File: config.mk
export PLATFORM = sky130hd
export DESIGN_NAME = single_shunt_pwm_adc_sampler
export DESIGN_NICKNAME = d
export VERILOG_FILES = /design/src/hw/dead_time_gen.v /design/src/hw/sample_store.v /design/src/hw/single_shunt_pwm_adc_sampler.v
export VERILOG_INCLUDE_DIRS = /design/src /design/src/hw
export SDC_FILE = /design/constraint.sdc
export NUM_CORES = 1
export LEC_CHECK = 0
export BUFFER_PORTS_ARGS = -buffer_cell sky130_fd_sc_hd__buf_2
export CAP_MARGIN = 20
export CORE_ASPECT_RATIO = 1.75
export CORE_UTILIZATION = 57
export DETAILED_ROUTE_END_ITERATION = 16
export PLACE_DENSITY = 0.78
export SLEW_MARGIN = 20
export SYNTH_ARGS = -nofsm -noshare
export SYNTH_HDL_FRONTEND = slang
export SYNTH_SLANG_ARGS = --single-unit
File: constraint.sdc
create_clock -name ref_clk_i -period 4 [get_ports ref_clk_i]
set_clock_uncertainty 0.05 [all_clocks]
set_input_delay 0.4 -clock ref_clk_i [delete_from_list [all_inputs] [get_ports ref_clk_i]]
set_output_delay 0.4 -clock ref_clk_i [all_outputs]
set_load 0.02 [all_outputs]
File: src/hw/shunt_pwm_defines.vh
// Purpose: shared constants for the single-shunt pwm and sampling block
// Assumes: 100 MHz timer clock
// Notes: counts derived from times by expression
`ifndef SHUNT_PWM_DEFINES_VH
`define SHUNT_PWM_DEFINES_VH

`define CLK_MHZ 100
`define CNT_W 13
`define CUR_W 16
`define ADC_W 12
// carrier half period in counts: 100 us period at 100 MHz -> 5000 counts up/down
`define CTRL_PERIOD_US 100
`define SLOW_PERIOD_US 500
`define HALF_PERIOD (`CTRL_PERIOD_US * `CLK_MHZ / 2)
`define SLOW_RATIO (`SLOW_PERIOD_US / `CTRL_PERIOD_US)
`define DEAD_DEFAULT 13'h0064
`define WINDOW_DEFAULT 13'h00C8
`define ADC_ZERO_CODE 12'h745
`define ADC_TOP_CODE 12'h0E8B
`define ADC_BOTTOM_CODE 12'h000

`endif

File: src/hw/dead_time_gen.v
// Purpose: complementary arm drive with dead time for one phase
// Assumes: reference level from carrier compare, synchronous to clock
// Notes: both arms held off for dead_cnt + 1 cycles at every transition
`timescale 1ns/1ps
`default_nettype none
`include "shunt_pwm_defines.vh"

module dead_time_gen (
	// clock and reset
	input wire ref_clk_i,
	input wire resetn_i,
	// control
	input wire ref_i,
	input wire [`CNT_W-1:0] dead_cnt_i,
	// arm drive
	output reg upper_o,
	output reg lower_o
);

reg last_ref;
reg [`CNT_W-1:0] dead;

// ****************************************
// dead time insertion
// ****************************************
// an edge of the reference kills both arms, the new arm turns on after the gap
always @(posedge ref_clk_i or negedge resetn_i) begin
	if (!resetn_i) begin
		last_ref <= 1'b0;
		dead <= {`CNT_W{1'b0}};
		upper_o <= 1'b0;
		lower_o <= 1'b0;
	end else begin
		last_ref <= ref_i;
		if (ref_i != last_ref) begin
			dead <= dead_cnt_i;
			upper_o <= 1'b0;
			lower_o <= 1'b0;
		end else if (dead != {`CNT_W{1'b0}}) begin
			dead <= dead - 1'b1;
		end else begin
			upper_o <= ref_i;
			lower_o <= ~ref_i;
		end
	end
end

endmodule
`default_nettype wire

File: src/hw/sample_store.v
// Purpose: registered store of the two shunt samples
// Assumes: one write strobe per sample point
// Notes: read data come out of registers
`timescale 1ns/1ps
`default_nettype none
`include "shunt_pwm_defines.vh"

module sample_store (
	// clock and reset
	input wire ref_clk_i,
	input wire resetn_i,
	// write side
	input wire wr_i,
	input wire wr_sel_i,
	input wire [`ADC_W-1:0] wr_data_i,
	// read side
	output reg [`ADC_W-1:0] a_data_o,
	output reg [`ADC_W-1:0] b_data_o
);

// ****************************************
// storage
// ****************************************
// slot 0 holds point A, slot 1 point B
always @(posedge ref_clk_i or negedge resetn_i) begin
	if (!resetn_i) begin
		a_data_o <= `ADC_ZERO_CODE;
		b_data_o <= `ADC_ZERO_CODE;
	end else if (wr_i) begin
		if (wr_sel_i)
			b_data_o <= wr_data_i;
		else
			a_data_o <= wr_data_i;
	end
end

endmodule
`default_nettype wire

File: src/hw/single_shunt_pwm_adc_sampler.v
// Purpose: three-phase centre-aligned pwm with single-shunt sample scheduling
// Assumes: duties in carrier counts, 0 .. half period; adc answers with done pulse
// Notes: phase index 0 = u, 1 = v, 2 = w
`timescale 1ns/1ps
`default_nettype none
`include "shunt_pwm_defines.vh"

module single_shunt_pwm_adc_sampler (
	// clock and reset
	input wire ref_clk_i,
	input wire resetn_i,
	// duty input from control software
	input wire [`CNT_W-1:0] duty_u_i,
	input wire [`CNT_W-1:0] duty_v_i,
	input wire [`CNT_W-1:0] duty_w_i,
	input wire duty_load_i,
	input wire [`CNT_W-1:0] dead_cnt_i,
	input wire [`CNT_W-1:0] min_window_i,
	// protection
	input wire estop_i,
	// adc interface
	input wire adc_done_i,
	input wire [`ADC_W-1:0] adc_data_i,
	output wire adc_start_a_o,
	output wire adc_start_b_o,
	// gate drive, enable low while driving
	output wire [2:0] gate_upper_o,
	output wire [2:0] gate_lower_o,
	output wire gate_oe_n_o,
	// reconstructed currents, signed, and events
	output reg signed [`CUR_W-1:0] cur_u_o,
	output reg signed [`CUR_W-1:0] cur_v_o,
	output reg signed [`CUR_W-1:0] cur_w_o,
	output reg cur_valid_o,
	output reg ctrl_event_o,
	output reg slow_event_o,
	output reg clamp_o
);

// counts are worked out as integers first, then cut to the register width on purpose
localparam integer HALF_INT = `HALF_PERIOD;
localparam integer SLOW_INT = `SLOW_RATIO - 1;
localparam [`CNT_W-1:0] HALF = HALF_INT[`CNT_W-1:0];
localparam [2:0] SLOW_N = SLOW_INT[2:0];

// carrier state, one-hot
localparam [1:0] ST_UP = 2'b01;
localparam [1:0] ST_DOWN = 2'b10;

reg [1:0] state;
reg [`CNT_W-1:0] carrier_counter;
reg [2:0] slow_cnt;
// up-count and down-count compares, they differ only for a shifted phase
reg [`CNT_W-1:0] cmp_up [0:2];
reg [`CNT_W-1:0] cmp_dn [0:2];
reg [1:0] hi_idx;
reg [1:0] lo_idx;
reg [`CNT_W-1:0] adc_trigger_compare_a;
reg [`CNT_W-1:0] adc_trigger_compare_b;
reg pend_sel;
reg estop_hold;
reg [2:0] ref_lvl;
// one loop index per process so that no variable has two drivers
integer k;
integer kr;
integer kc;

// ****************************************
// ordering and edge shifting
// ****************************************
reg [`CNT_W-1:0] d0, d1, d2;
reg [1:0] i_hi, i_mid, i_lo;
reg [`CNT_W-1:0] dh, dm, dl, nm, nl;
reg [`CNT_W:0] sum_chk;
reg next_clamp;
reg [`CNT_W-1:0] next_up [0:2];
reg [`CNT_W-1:0] next_dn [0:2];
reg [`CNT_W-1:0] dn_m, dn_l;
reg [`CNT_W+1:0] span_m, span_l;
always @* begin
	d0 = duty_u_i;
	d1 = duty_v_i;
	d2 = duty_w_i;
	// sort the three duties (ties go to lower index)
	if (d0 >= d1 && d0 >= d2) begin
		i_hi = 2'd0;
		if (d1 >= d2) begin i_mid = 2'd1; i_lo = 2'd2; end
		else begin i_mid = 2'd2; i_lo = 2'd1; end
	end else if (d1 >= d2) begin
		i_hi = 2'd1;
		if (d0 >= d2) begin i_mid = 2'd0; i_lo = 2'd2; end
		else begin i_mid = 2'd2; i_lo = 2'd0; end
	end else begin
		i_hi = 2'd2;
		if (d0 >= d1) begin i_mid = 2'd0; i_lo = 2'd1; end
		else begin i_mid = 2'd1; i_lo = 2'd0; end
	end
	dh = (i_hi == 2'd0) ? d0 : (i_hi == 2'd1) ? d1 : d2;
	dm = (i_mid == 2'd0) ? d0 : (i_mid == 2'd1) ? d1 : d2;
	dl = (i_lo == 2'd0) ? d0 : (i_lo == 2'd1) ? d1 : d2;
	// compare value: phase upper on while counter >= HALF - duty
	// a smaller duty switches later in the up-count, so push it later only
	next_clamp = 1'b0;
	nm = dm;
	if (dh - dm < min_window_i) begin
		if (dh > min_window_i) begin
			nm = dh - min_window_i;
		end else begin
			nm = {`CNT_W{1'b0}}; // no room left before the peak
			next_clamp = 1'b1;
		end
	end
	nl = dl;
	sum_chk = {1'b0, nm} - {1'b0, min_window_i};
	// compared one bit wider: the lowest duty may already exceed the shifted middle one
	if ({1'b0, nm} < {1'b0, dl} + {1'b0, min_window_i}) begin
		if (sum_chk[`CNT_W]) begin
			nl = {`CNT_W{1'b0}}; // edge lands on carrier end
			next_clamp = 1'b1;
		end else begin
			nl = sum_chk[`CNT_W-1:0];
		end
	end
	// the down-count half gives back what the late up-count edge took, so the duty stays
	span_m = {1'b0, dm, 1'b0} - {2'b00, nm};
	span_l = {1'b0, dl, 1'b0} - {2'b00, nl};
	if (span_m > {2'b00, HALF}) begin
		dn_m = {`CNT_W{1'b0}}; // give-back edge held at the valley
		next_clamp = 1'b1;
	end else begin
		dn_m = HALF - span_m[`CNT_W-1:0];
	end
	if (span_l > {2'b00, HALF}) begin
		dn_l = {`CNT_W{1'b0}}; // give-back edge held at the valley
		next_clamp = 1'b1;
	end else begin
		dn_l = HALF - span_l[`CNT_W-1:0];
	end
	for (k = 0; k < 3; k = k + 1) begin
		next_up[k] = HALF;
		next_dn[k] = HALF;
	end
	next_up[i_hi] = HALF - dh;
	next_dn[i_hi] = HALF - dh;
	next_up[i_mid] = HALF - nm;
	next_dn[i_mid] = dn_m;
	next_up[i_lo] = HALF - nl;
	next_dn[i_lo] = dn_l;
end

// ****************************************
// carrier counter and events
// ****************************************
// compares and ordering only reload at the valley so a period is never torn
always @(posedge ref_clk_i or negedge resetn_i) begin
	if (!resetn_i) begin
		state <= ST_UP;
		carrier_counter <= {`CNT_W{1'b0}};
		slow_cnt <= 3'h0;
		ctrl_event_o <= 1'b0;
		slow_event_o <= 1'b0;
		clamp_o <= 1'b0;
		hi_idx <= 2'd0;
		lo_idx <= 2'd0;
		adc_trigger_compare_a <= HALF;
		adc_trigger_compare_b <= HALF;
		for (kc = 0; kc < 3; kc = kc + 1) begin
			cmp_up[kc] <= HALF;
			cmp_dn[kc] <= HALF;
		end
	end else begin
		ctrl_event_o <= 1'b0;
		slow_event_o <= 1'b0;
		case (state)
		ST_UP: begin
			if (carrier_counter == HALF - 1'b1)
				state <= ST_DOWN;
			carrier_counter <= carrier_counter + 1'b1;
		end
		ST_DOWN: begin
			if (carrier_counter == {{(`CNT_W-1){1'b0}}, 1'b1})
				state <= ST_UP;
			carrier_counter <= carrier_counter - 1'b1;
		end
		default: state <= ST_UP;
		endcase
		if (state == ST_DOWN && carrier_counter == {{(`CNT_W-1){1'b0}}, 1'b1}) begin
			ctrl_event_o <= 1'b1;
			slow_cnt <= (slow_cnt == SLOW_N) ? 3'h0 : slow_cnt + 1'b1;
			slow_event_o <= (slow_cnt == SLOW_N);
			if (duty_load_i) begin
				for (kc = 0; kc < 3; kc = kc + 1) begin
					cmp_up[kc] <= next_up[kc];
					cmp_dn[kc] <= next_dn[kc];
				end
				hi_idx <= i_hi;
				lo_idx <= i_lo;
				clamp_o <= next_clamp;
				// A: between highest and middle edges, B: between middle and lowest
				adc_trigger_compare_a <= HALF - dh + {1'b0, dead_cnt_i[`CNT_W-1:1]};
				adc_trigger_compare_b <= HALF - nm + {1'b0, dead_cnt_i[`CNT_W-1:1]};
			end
		end
	end
end

// ****************************************
// pwm reference and arms
// ****************************************
// up half: on from the compare to the peak; down half: on while above its compare
// a compare at the half count keeps the phase off in both halves
always @* begin
	for (kr = 0; kr < 3; kr = kr + 1) begin
		if (state == ST_UP)
			ref_lvl[kr] = (carrier_counter >= cmp_up[kr]);
		else
			ref_lvl[kr] = (carrier_counter > cmp_dn[kr]);
	end
end

genvar g;
generate
	for (g = 0; g < 3; g = g + 1) begin : g_arm
		dead_time_gen u_dead (
			.ref_clk_i(ref_clk_i),
			.resetn_i(resetn_i),
			.ref_i(ref_lvl[g]),
			.dead_cnt_i(dead_cnt_i),
			.upper_o(gate_upper_o[g]),
			.lower_o(gate_lower_o[g])
		);
	end
endgenerate

// outputs float at once on stop, held until reset
always @(posedge ref_clk_i or negedge resetn_i) begin
	if (!resetn_i)
		estop_hold <= 1'b0;
	else if (estop_i)
		estop_hold <= 1'b1;
end
assign gate_oe_n_o = estop_i | estop_hold;

// ****************************************
// adc triggers and sample routing
// ****************************************
// triggers only on the up-count so each sample pair is taken once per period
assign adc_start_a_o = (state == ST_UP) && (carrier_counter == adc_trigger_compare_a);
assign adc_start_b_o = (state == ST_UP) && (carrier_counter == adc_trigger_compare_b);

always @(posedge ref_clk_i or negedge resetn_i) begin
	if (!resetn_i)
		pend_sel <= 1'b0;
	else if (adc_start_a_o)
		pend_sel <= 1'b0;
	else if (adc_start_b_o)
		pend_sel <= 1'b1;
end

wire [`ADC_W-1:0] samp_a;
wire [`ADC_W-1:0] samp_b;
reg b_done;
sample_store u_store (
	.ref_clk_i(ref_clk_i),
	.resetn_i(resetn_i),
	.wr_i(adc_done_i),
	.wr_sel_i(pend_sel),
	.wr_data_i(adc_data_i),
	.a_data_o(samp_a),
	.b_data_o(samp_b)
);

// ****************************************
// current reconstruction
// ****************************************
// linear offset from mid code, signed result in adc lsb
wire signed [`CUR_W-1:0] ia = $signed({4'h0, samp_a}) - $signed({4'h0, `ADC_ZERO_CODE});
wire signed [`CUR_W-1:0] ib = $signed({4'h0, `ADC_ZERO_CODE}) - $signed({4'h0, samp_b});
wire signed [`CUR_W-1:0] ic = -(ia + ib);

always @(posedge ref_clk_i or negedge resetn_i) begin
	if (!resetn_i) begin
		b_done <= 1'b0;
		cur_valid_o <= 1'b0;
		cur_u_o <= {`CUR_W{1'b0}};
		cur_v_o <= {`CUR_W{1'b0}};
		cur_w_o <= {`CUR_W{1'b0}};
	end else begin
		b_done <= adc_done_i & pend_sel;
		cur_valid_o <= b_done;
		if (b_done) begin
			// highest gets A, lowest gets negated B, the other the negated sum of both
			cur_u_o <= (hi_idx == 2'd0) ? ia : (lo_idx == 2'd0) ? ib : ic;
			cur_v_o <= (hi_idx == 2'd1) ? ia : (lo_idx == 2'd1) ? ib : ic;
			cur_w_o <= (hi_idx == 2'd2) ? ia : (lo_idx == 2'd2) ? ib : ic;
		end
	end
end

endmodule
`default_nettype wire

==> results of run 1 <==
logic make-up after synthesis:
kind of cell	share of synthesized area (%)
AOI/OAI and AO/OA	24.3
muxes	3.34
xor gates and xnor gates	7.79
and+or+nand+nor	16.0
adders and majority gates	15.7
DFF	26.5
buffers and inverters	6.32
cells in the mapped netlist, types with 8 or more instances:
| cell type | instances |
|---|---|
| nor3b_1 | 9 |
| a31oi_1 | 29 |
| o221a_2 | 13 |
| buf_2 | 9 |
| o22a_1 | 11 |
| ha_1 | 289 |
| o21bai_1 | 28 |
| or3_1 | 18 |
| mux2_2 | 56 |
| o31ai_1 | 35 |
| inv_1 | 261 |
| o22ai_1 | 11 |
| nor4_1 | 21 |
| buf_4 | 9 |
| nand2b_1 | 35 |
| nand2_1 | 306 |
| dfstp_2 | 53 |
| nor2b_1 | 31 |
| or2_2 | 11 |
| o21a_1 | 50 |
| fa_1 | 9 |
| dfrtp_1 | 200 |
| o31a_1 | 8 |
| nor3_1 | 67 |
| clkbuf_1 | 98 |
| mux2i_1 | 14 |
| o21ai_0 | 245 |
| and2_1 | 12 |
| a211oi_1 | 32 |
| a2bb2oi_1 | 9 |
| xor2_1 | 75 |
| xnor2_1 | 138 |
| a21oi_1 | 222 |
| a21boi_0 | 16 |
| o211ai_1 | 37 |
| a21o_1 | 52 |
| buf_1 | 9 |
| nor2_1 | 183 |
| and3_1 | 15 |
| nand3_1 | 65 |
| nand4_1 | 28 |
layer usage:
metal | global-route usage, % | overflow
met2 | 85.5 | 2
met1 | 50.6 | 0
met3 | 22.8 | 0
met4 | 59.5 | 2
met5 | 1.51 | 0
through the flow:
stage | cells | setup TNS (ns) | setup slack, ns
3_3_place_gp | 4242 | -599.81 | -7.43
2_1_floorplan | 2962 | -531.72 | -7.17
4_1_cts | 4340 | -513.80 | -6.62
3_5_place_dp | 4242 | -627.92 | -7.75
repair_timing:
| item | 4_1_cts |
|---|---|
| cloned | 2 |
| resized for setup | 271 |
| setup buffers | 69 |
| pin swaps | 145 |
| endpoints found under the hold margin | 81 |
| hold buffers | 1 |
| setup endpoints to repair | 154 |
==> impl_metrics.py, run 1 <==
metrics = {
    "clock_tree": {
        "cts_made_buffers": 22,
        "htree_levels": 1,
        "clk_path_buf_depth": 3,
        "cts_root_buffer": "clkbuf_16",
        "cts.sinks": 253,
    },
    "logic_synthesis": {
        "async_flop_share_pct": 100,
        "synth-seq-area-share_pct": 26.5,
        "yosysWarnings": 0,
        "synth_top_area_cell": "dfrtp_1",
        "synthTopCellsByArea": "dfrtp_1 21%, ha_1 15%, dfstp_2 5.8%, o21ai_0 5.1%, xnor2_1 5.0%",
        "ys_ff_latch": 253,
        "avgSynthCellArea_um2": 8.16,
        "synth_area_um2": 24200,
        "synth-edff-count": 0,
        "synth_nets": 3342,
        "synth_cells": 2962,
        "synth_flop_cell": "dfrtp_1",
        "synth.distinct_cells": 93,
        "synth_top_area_share_pct": 20.7,
    },
    "place": {
        "place_hpwl_um": 80300,
        "place.gp.congestion": 1.10,
        "placed_area_um2": 30900,
        "portBuffers": 142,
    },
    "die": {
        "die_h_um": 274,
        "ioPinCount": 143,
        "initial_utilization_pct": 57.9,
        "die_w_um": 158,
        "rows": 99,
    },
    "global_route": {
        "grt_first_pass_wirelength_um": 177000,
        "grt_pass1_vias": 30600,
        "grt_max_degree": 113,
        "overflow": 4,
        "track_usage_pct": 54.6,
    },
    "run_status": {
        "stop_stage": "5_1_grt",
        "stop_error": "[ERROR GRT-0116] Global routing finished with congestion. Check the congestion regions in the DRC Viewer.",
        "status": "did not finish",
    },
}
==> run 2, diff against run 1 <==
--- a/config.mk
+++ b/config.mk
@@ -8,10 +8,9 @@
 export LEC_CHECK = 0
 export BUFFER_PORTS_ARGS = -buffer_cell sky130_fd_sc_hd__buf_2
 export CAP_MARGIN = 20
-export CORE_ASPECT_RATIO = 1.75
-export CORE_UTILIZATION = 57
+export CORE_UTILIZATION = 40
 export DETAILED_ROUTE_END_ITERATION = 16
-export PLACE_DENSITY = 0.78
+export PLACE_DENSITY_LB_ADDON = 0.15
 export SLEW_MARGIN = 20
 export SYNTH_ARGS = -nofsm -noshare
 export SYNTH_HDL_FRONTEND = slang
==> constraint.sdc (replaced) <==
create_clock -name ref_clk_i -period 5.2 [get_ports ref_clk_i]
set_clock_uncertainty 0.05 [all_clocks]
set_input_delay 0.52 -clock ref_clk_i [delete_from_list [all_inputs] [get_ports ref_clk_i]]
set_output_delay 0.52 -clock ref_clk_i [all_outputs]
set_load 0.02 [all_outputs]
==> run 2 against run 1 <==
The flow now finishes, with violations (setup timing); synthesized area unchanged; synthesized cell count unchanged.
==> impl_metrics.py, run 2 <==
metrics = {
    "timing": {
        "hold_viol_final": 0,
        "setup_slack_ns": -5.70,
        "slew_headroom_pct": 33.4,
        "worst_pin_slew_ns": 0.998,
        "max_freq_mhz": 91.7,
        "holdWs_ns": 0.0440,
        "drv_slew": 0,
        "post-route-period-util_pct": 210,
        "setup_viol": 92,
        "rsz0062_at_grt": "true",
        "fin_crit_ns": 10.90,
    },
    "logic_synthesis": {
        "synth_flop_cell": "dfrtp_1",
        "synthTopCellsByArea": "dfrtp_1 21%, ha_1 15%, dfstp_2 5.8%, o21ai_0 5.1%, xnor2_1 5.0%",
        "synth_nets": 3342,
        "synth-edff-count": 0,
        "async_flop_share_pct": 100,
        "yosysWarnings": 0,
        "synth-seq-area-share_pct": 26.5,
        "ys_ff_latch": 253,
        "synth_top_area_share_pct": 20.7,
        "avgSynthCellArea_um2": 8.16,
        "synth_top_area_cell": "dfrtp_1",
        "yosys.cell_count.top_type": "nand2_1",
        "yosys-top-cells-count": "306 x nand2_1, 289 x ha_1, 261 x inv_1",
        "synth.distinct_cells": 93,
        "synth_area_um2": 24200,
        "synth_cells": 2962,
    },
    "clock_tree": {
        "clk_latency_ns": 0.61,
        "cts_root_buffer": "clkbuf_16",
        "htree_levels": 1,
        "clk_pin_slew_ns": 0.07,
        "clk_path_buf_depth": 3,
        "cts.sinks": 253,
        "cts_made_buffers": 30,
        "cts_tree": "done",
    },
    "global_route": {
        "overflow": 0,
        "antenna_found_initial": 2,
        "grt_first_pass_wirelength_um": 145000,
        "grt_max_degree": 116,
        "grt_pass1_vias": 25200,
        "track_usage_pct": 30.6,
    },
    "place": {
        "place.gp.congestion": 0.979,
        "place_hpwl_um": 76600,
        "portBuffers": 142,
        "dp_slack_ns": -6.44,
        "placedCellCount": 4415,
        "placed_area_um2": 30700,
    },
    "setup_path": {
        "critPathRequiredTime_ns": 5.68,
        "crit_top_cell": "buf_6",
        "slowest_delay_ns": 0.56,
        "criticalPathCategory": "input pin to flop",
        "cp_max_fo": 7,
        "critPathCaptureType": "flop",
        "cp_slowest_cell": "or4_4",
        "critPathLaunchType": "input pin",
        "worstPathArrival_ns": 11.38,
    },
    "power": {
        "p_per_area_nw_per_um2": 785,
        "combPwrFrac_pct": 83.8,
        "power.internal_w": 0.0141,
        "seq_power_share_pct": 7.5,
        "p_switching_w": 0.0123,
        "switching_share_pct": 46.6,
        "totalPowerFinal_w": 0.0264,
        "ir_worst_vdd_mv": 0.631,
        "clock_power_share_pct": 8.6,
        "power_leakage_nw": 16.2,
    },
    "layout": {
        "layout-drive-gt1-share_pct": 34.9,
        "largest_registers": "cmp_dn: 39 flops, cmp_up: 39 flops, g_arm.u_dead.dead: 39 flops",
        "layout.nets": 4116,
        "final_cell_mix": "690 x buf_4, 295 x nand2_1, 271 x ha_1",
        "syn_to_final_growth_pct": 39.4,
        "stdcell_area_um2": 33700,
        "fin_cells": 4535,
        "fill_cells": 5446,
        "final_common_cell": "buf_4",
    },
    "min_path": {
        "hp-class": "input pin to flop",
    },
    "detailed_routing": {
        "drt-total-wl_um": 95400,
        "via_per_inst": 5.58,
        "drc_errors": 0,
        "routedWlPerCell_um": 21.0,
        "drt_iter0_drc": 1729,
        "drt_pass1_iterations": 5,
        "vias": 25300,
        "ant_nets": 0,
    },
    "run_status": {
        "violations": "setup timing",
        "status": "finished, violations left",
    },
    "die": {
        "die_h_um": 248,
        "initial_utilization_pct": 40.7,
        "core_area_um2": 59400,
        "die_w_um": 248,
        "rows": 89,
        "ioPinCount": 143,
        "die-area_um2": 61400,
    },
    "run": {
        "maxCapViolations": 0,
    },
}
run 2: cell counts after synthesis:
Identical to the previous run, type by type.
run 2: worst paths after layout:
path | slack [ns] | start | cells after the start | to
max in group asynchronous | 3.48 | resetn_i | 3 | b_done
worst max register to register | 0.59 | carrier_counter[1] | 18 | g_arm[2].u_dead.lower_o
worst min-delay path | 0.04 | estop_i | 2 | estop_hold
worst max-delay path | -5.70 | duty_w_i[12] | 59 | cmp_dn[35]
min in group asynchronous | 0.50 | resetn_i | 2 | carrier_counter[5]
worst min register to register | 0.42 | estop_hold | 1 | estop_hold
run 2: final cells by class:
type,count,area [um^2],area share (%)
Multi-Input combinational cell,2322,17900,53.1
Clock buffer,41,852,2.53
Clock inverter,15,213,0.631
Inverter,261,988,2.93
Timing Repair Buffer,868,6370,18.9
Tap cell,773,967,2.87
Sequential cell,253,6400,19.0
Antenna cell,2,5.00,0.0149
run 2: what timing repair did:
item | 4_1_cts | 5_1_grt
gates resized for setup | 175 | 128
endpoints found under the hold margin | 17 | 0
buffers inserted | 49 | 18
hold buffers | 1 | 0
cloned | 2 | 0
setup endpoints to repair | 94 | 96
pin swaps | 80 | 96
run 2: layer usage:
metal,wire length (um),vias to the layer above,GRT usage (%)
li1,-,12100,-
met1,40400,12200,39.5
met2,44700,781,51.5
met3,5390,193,3.29
met4,4930,0,13.5
met5,0,-,0
run 2: per-stage QoR:
stage	setup TNS, ns	util [%]
floorplan	-429.86	-
global placement	-471.60	51.8
detailed placement	-491.62	51.8
CTS	-391.72	55.7
global route	-465.95	56.8
finish	-423.01	56.8
run 2: logic make-up after synthesis:
group / after synthesis / synth area share (%)
adders and majority gates: 298 / 15.7
AOI/OAI and AO/OA: 905 / 24.3
muxes: 72 / 3.34
buffers and inverters: 389 / 6.32
and+or+nand+nor: 831 / 16.0
DFF: 253 / 26.5
xor gates and xnor gates: 214 / 7.79
run 2: worst max-delay path, delay by kind of cell:
kind	cells	cell delay (ns)
xor gates and xnor gates	1	0.16
muxes	1	0.12
and+or+nand+nor	19	4.09
adders and majority gates	5	1.41
AOI/OAI and AO/OA	23	3.75
buffers and inverters	10	1.28
run 2: power by group through the flow:
stage,clock network (W),logic [W],registers (W)
5_1_grt,0.00239,0.0235,0.00200
3_5_place_dp,0,0.0188,0.00203
6_report,0.00228,0.0222,0.00200
2_1_floorplan,0,0.00923,0.00203
3_3_place_gp,0,0.0185,0.00203
4_1_cts,0.00231,0.0210,0.00199
Note: power is estimated with default switching activity, not from simulation.
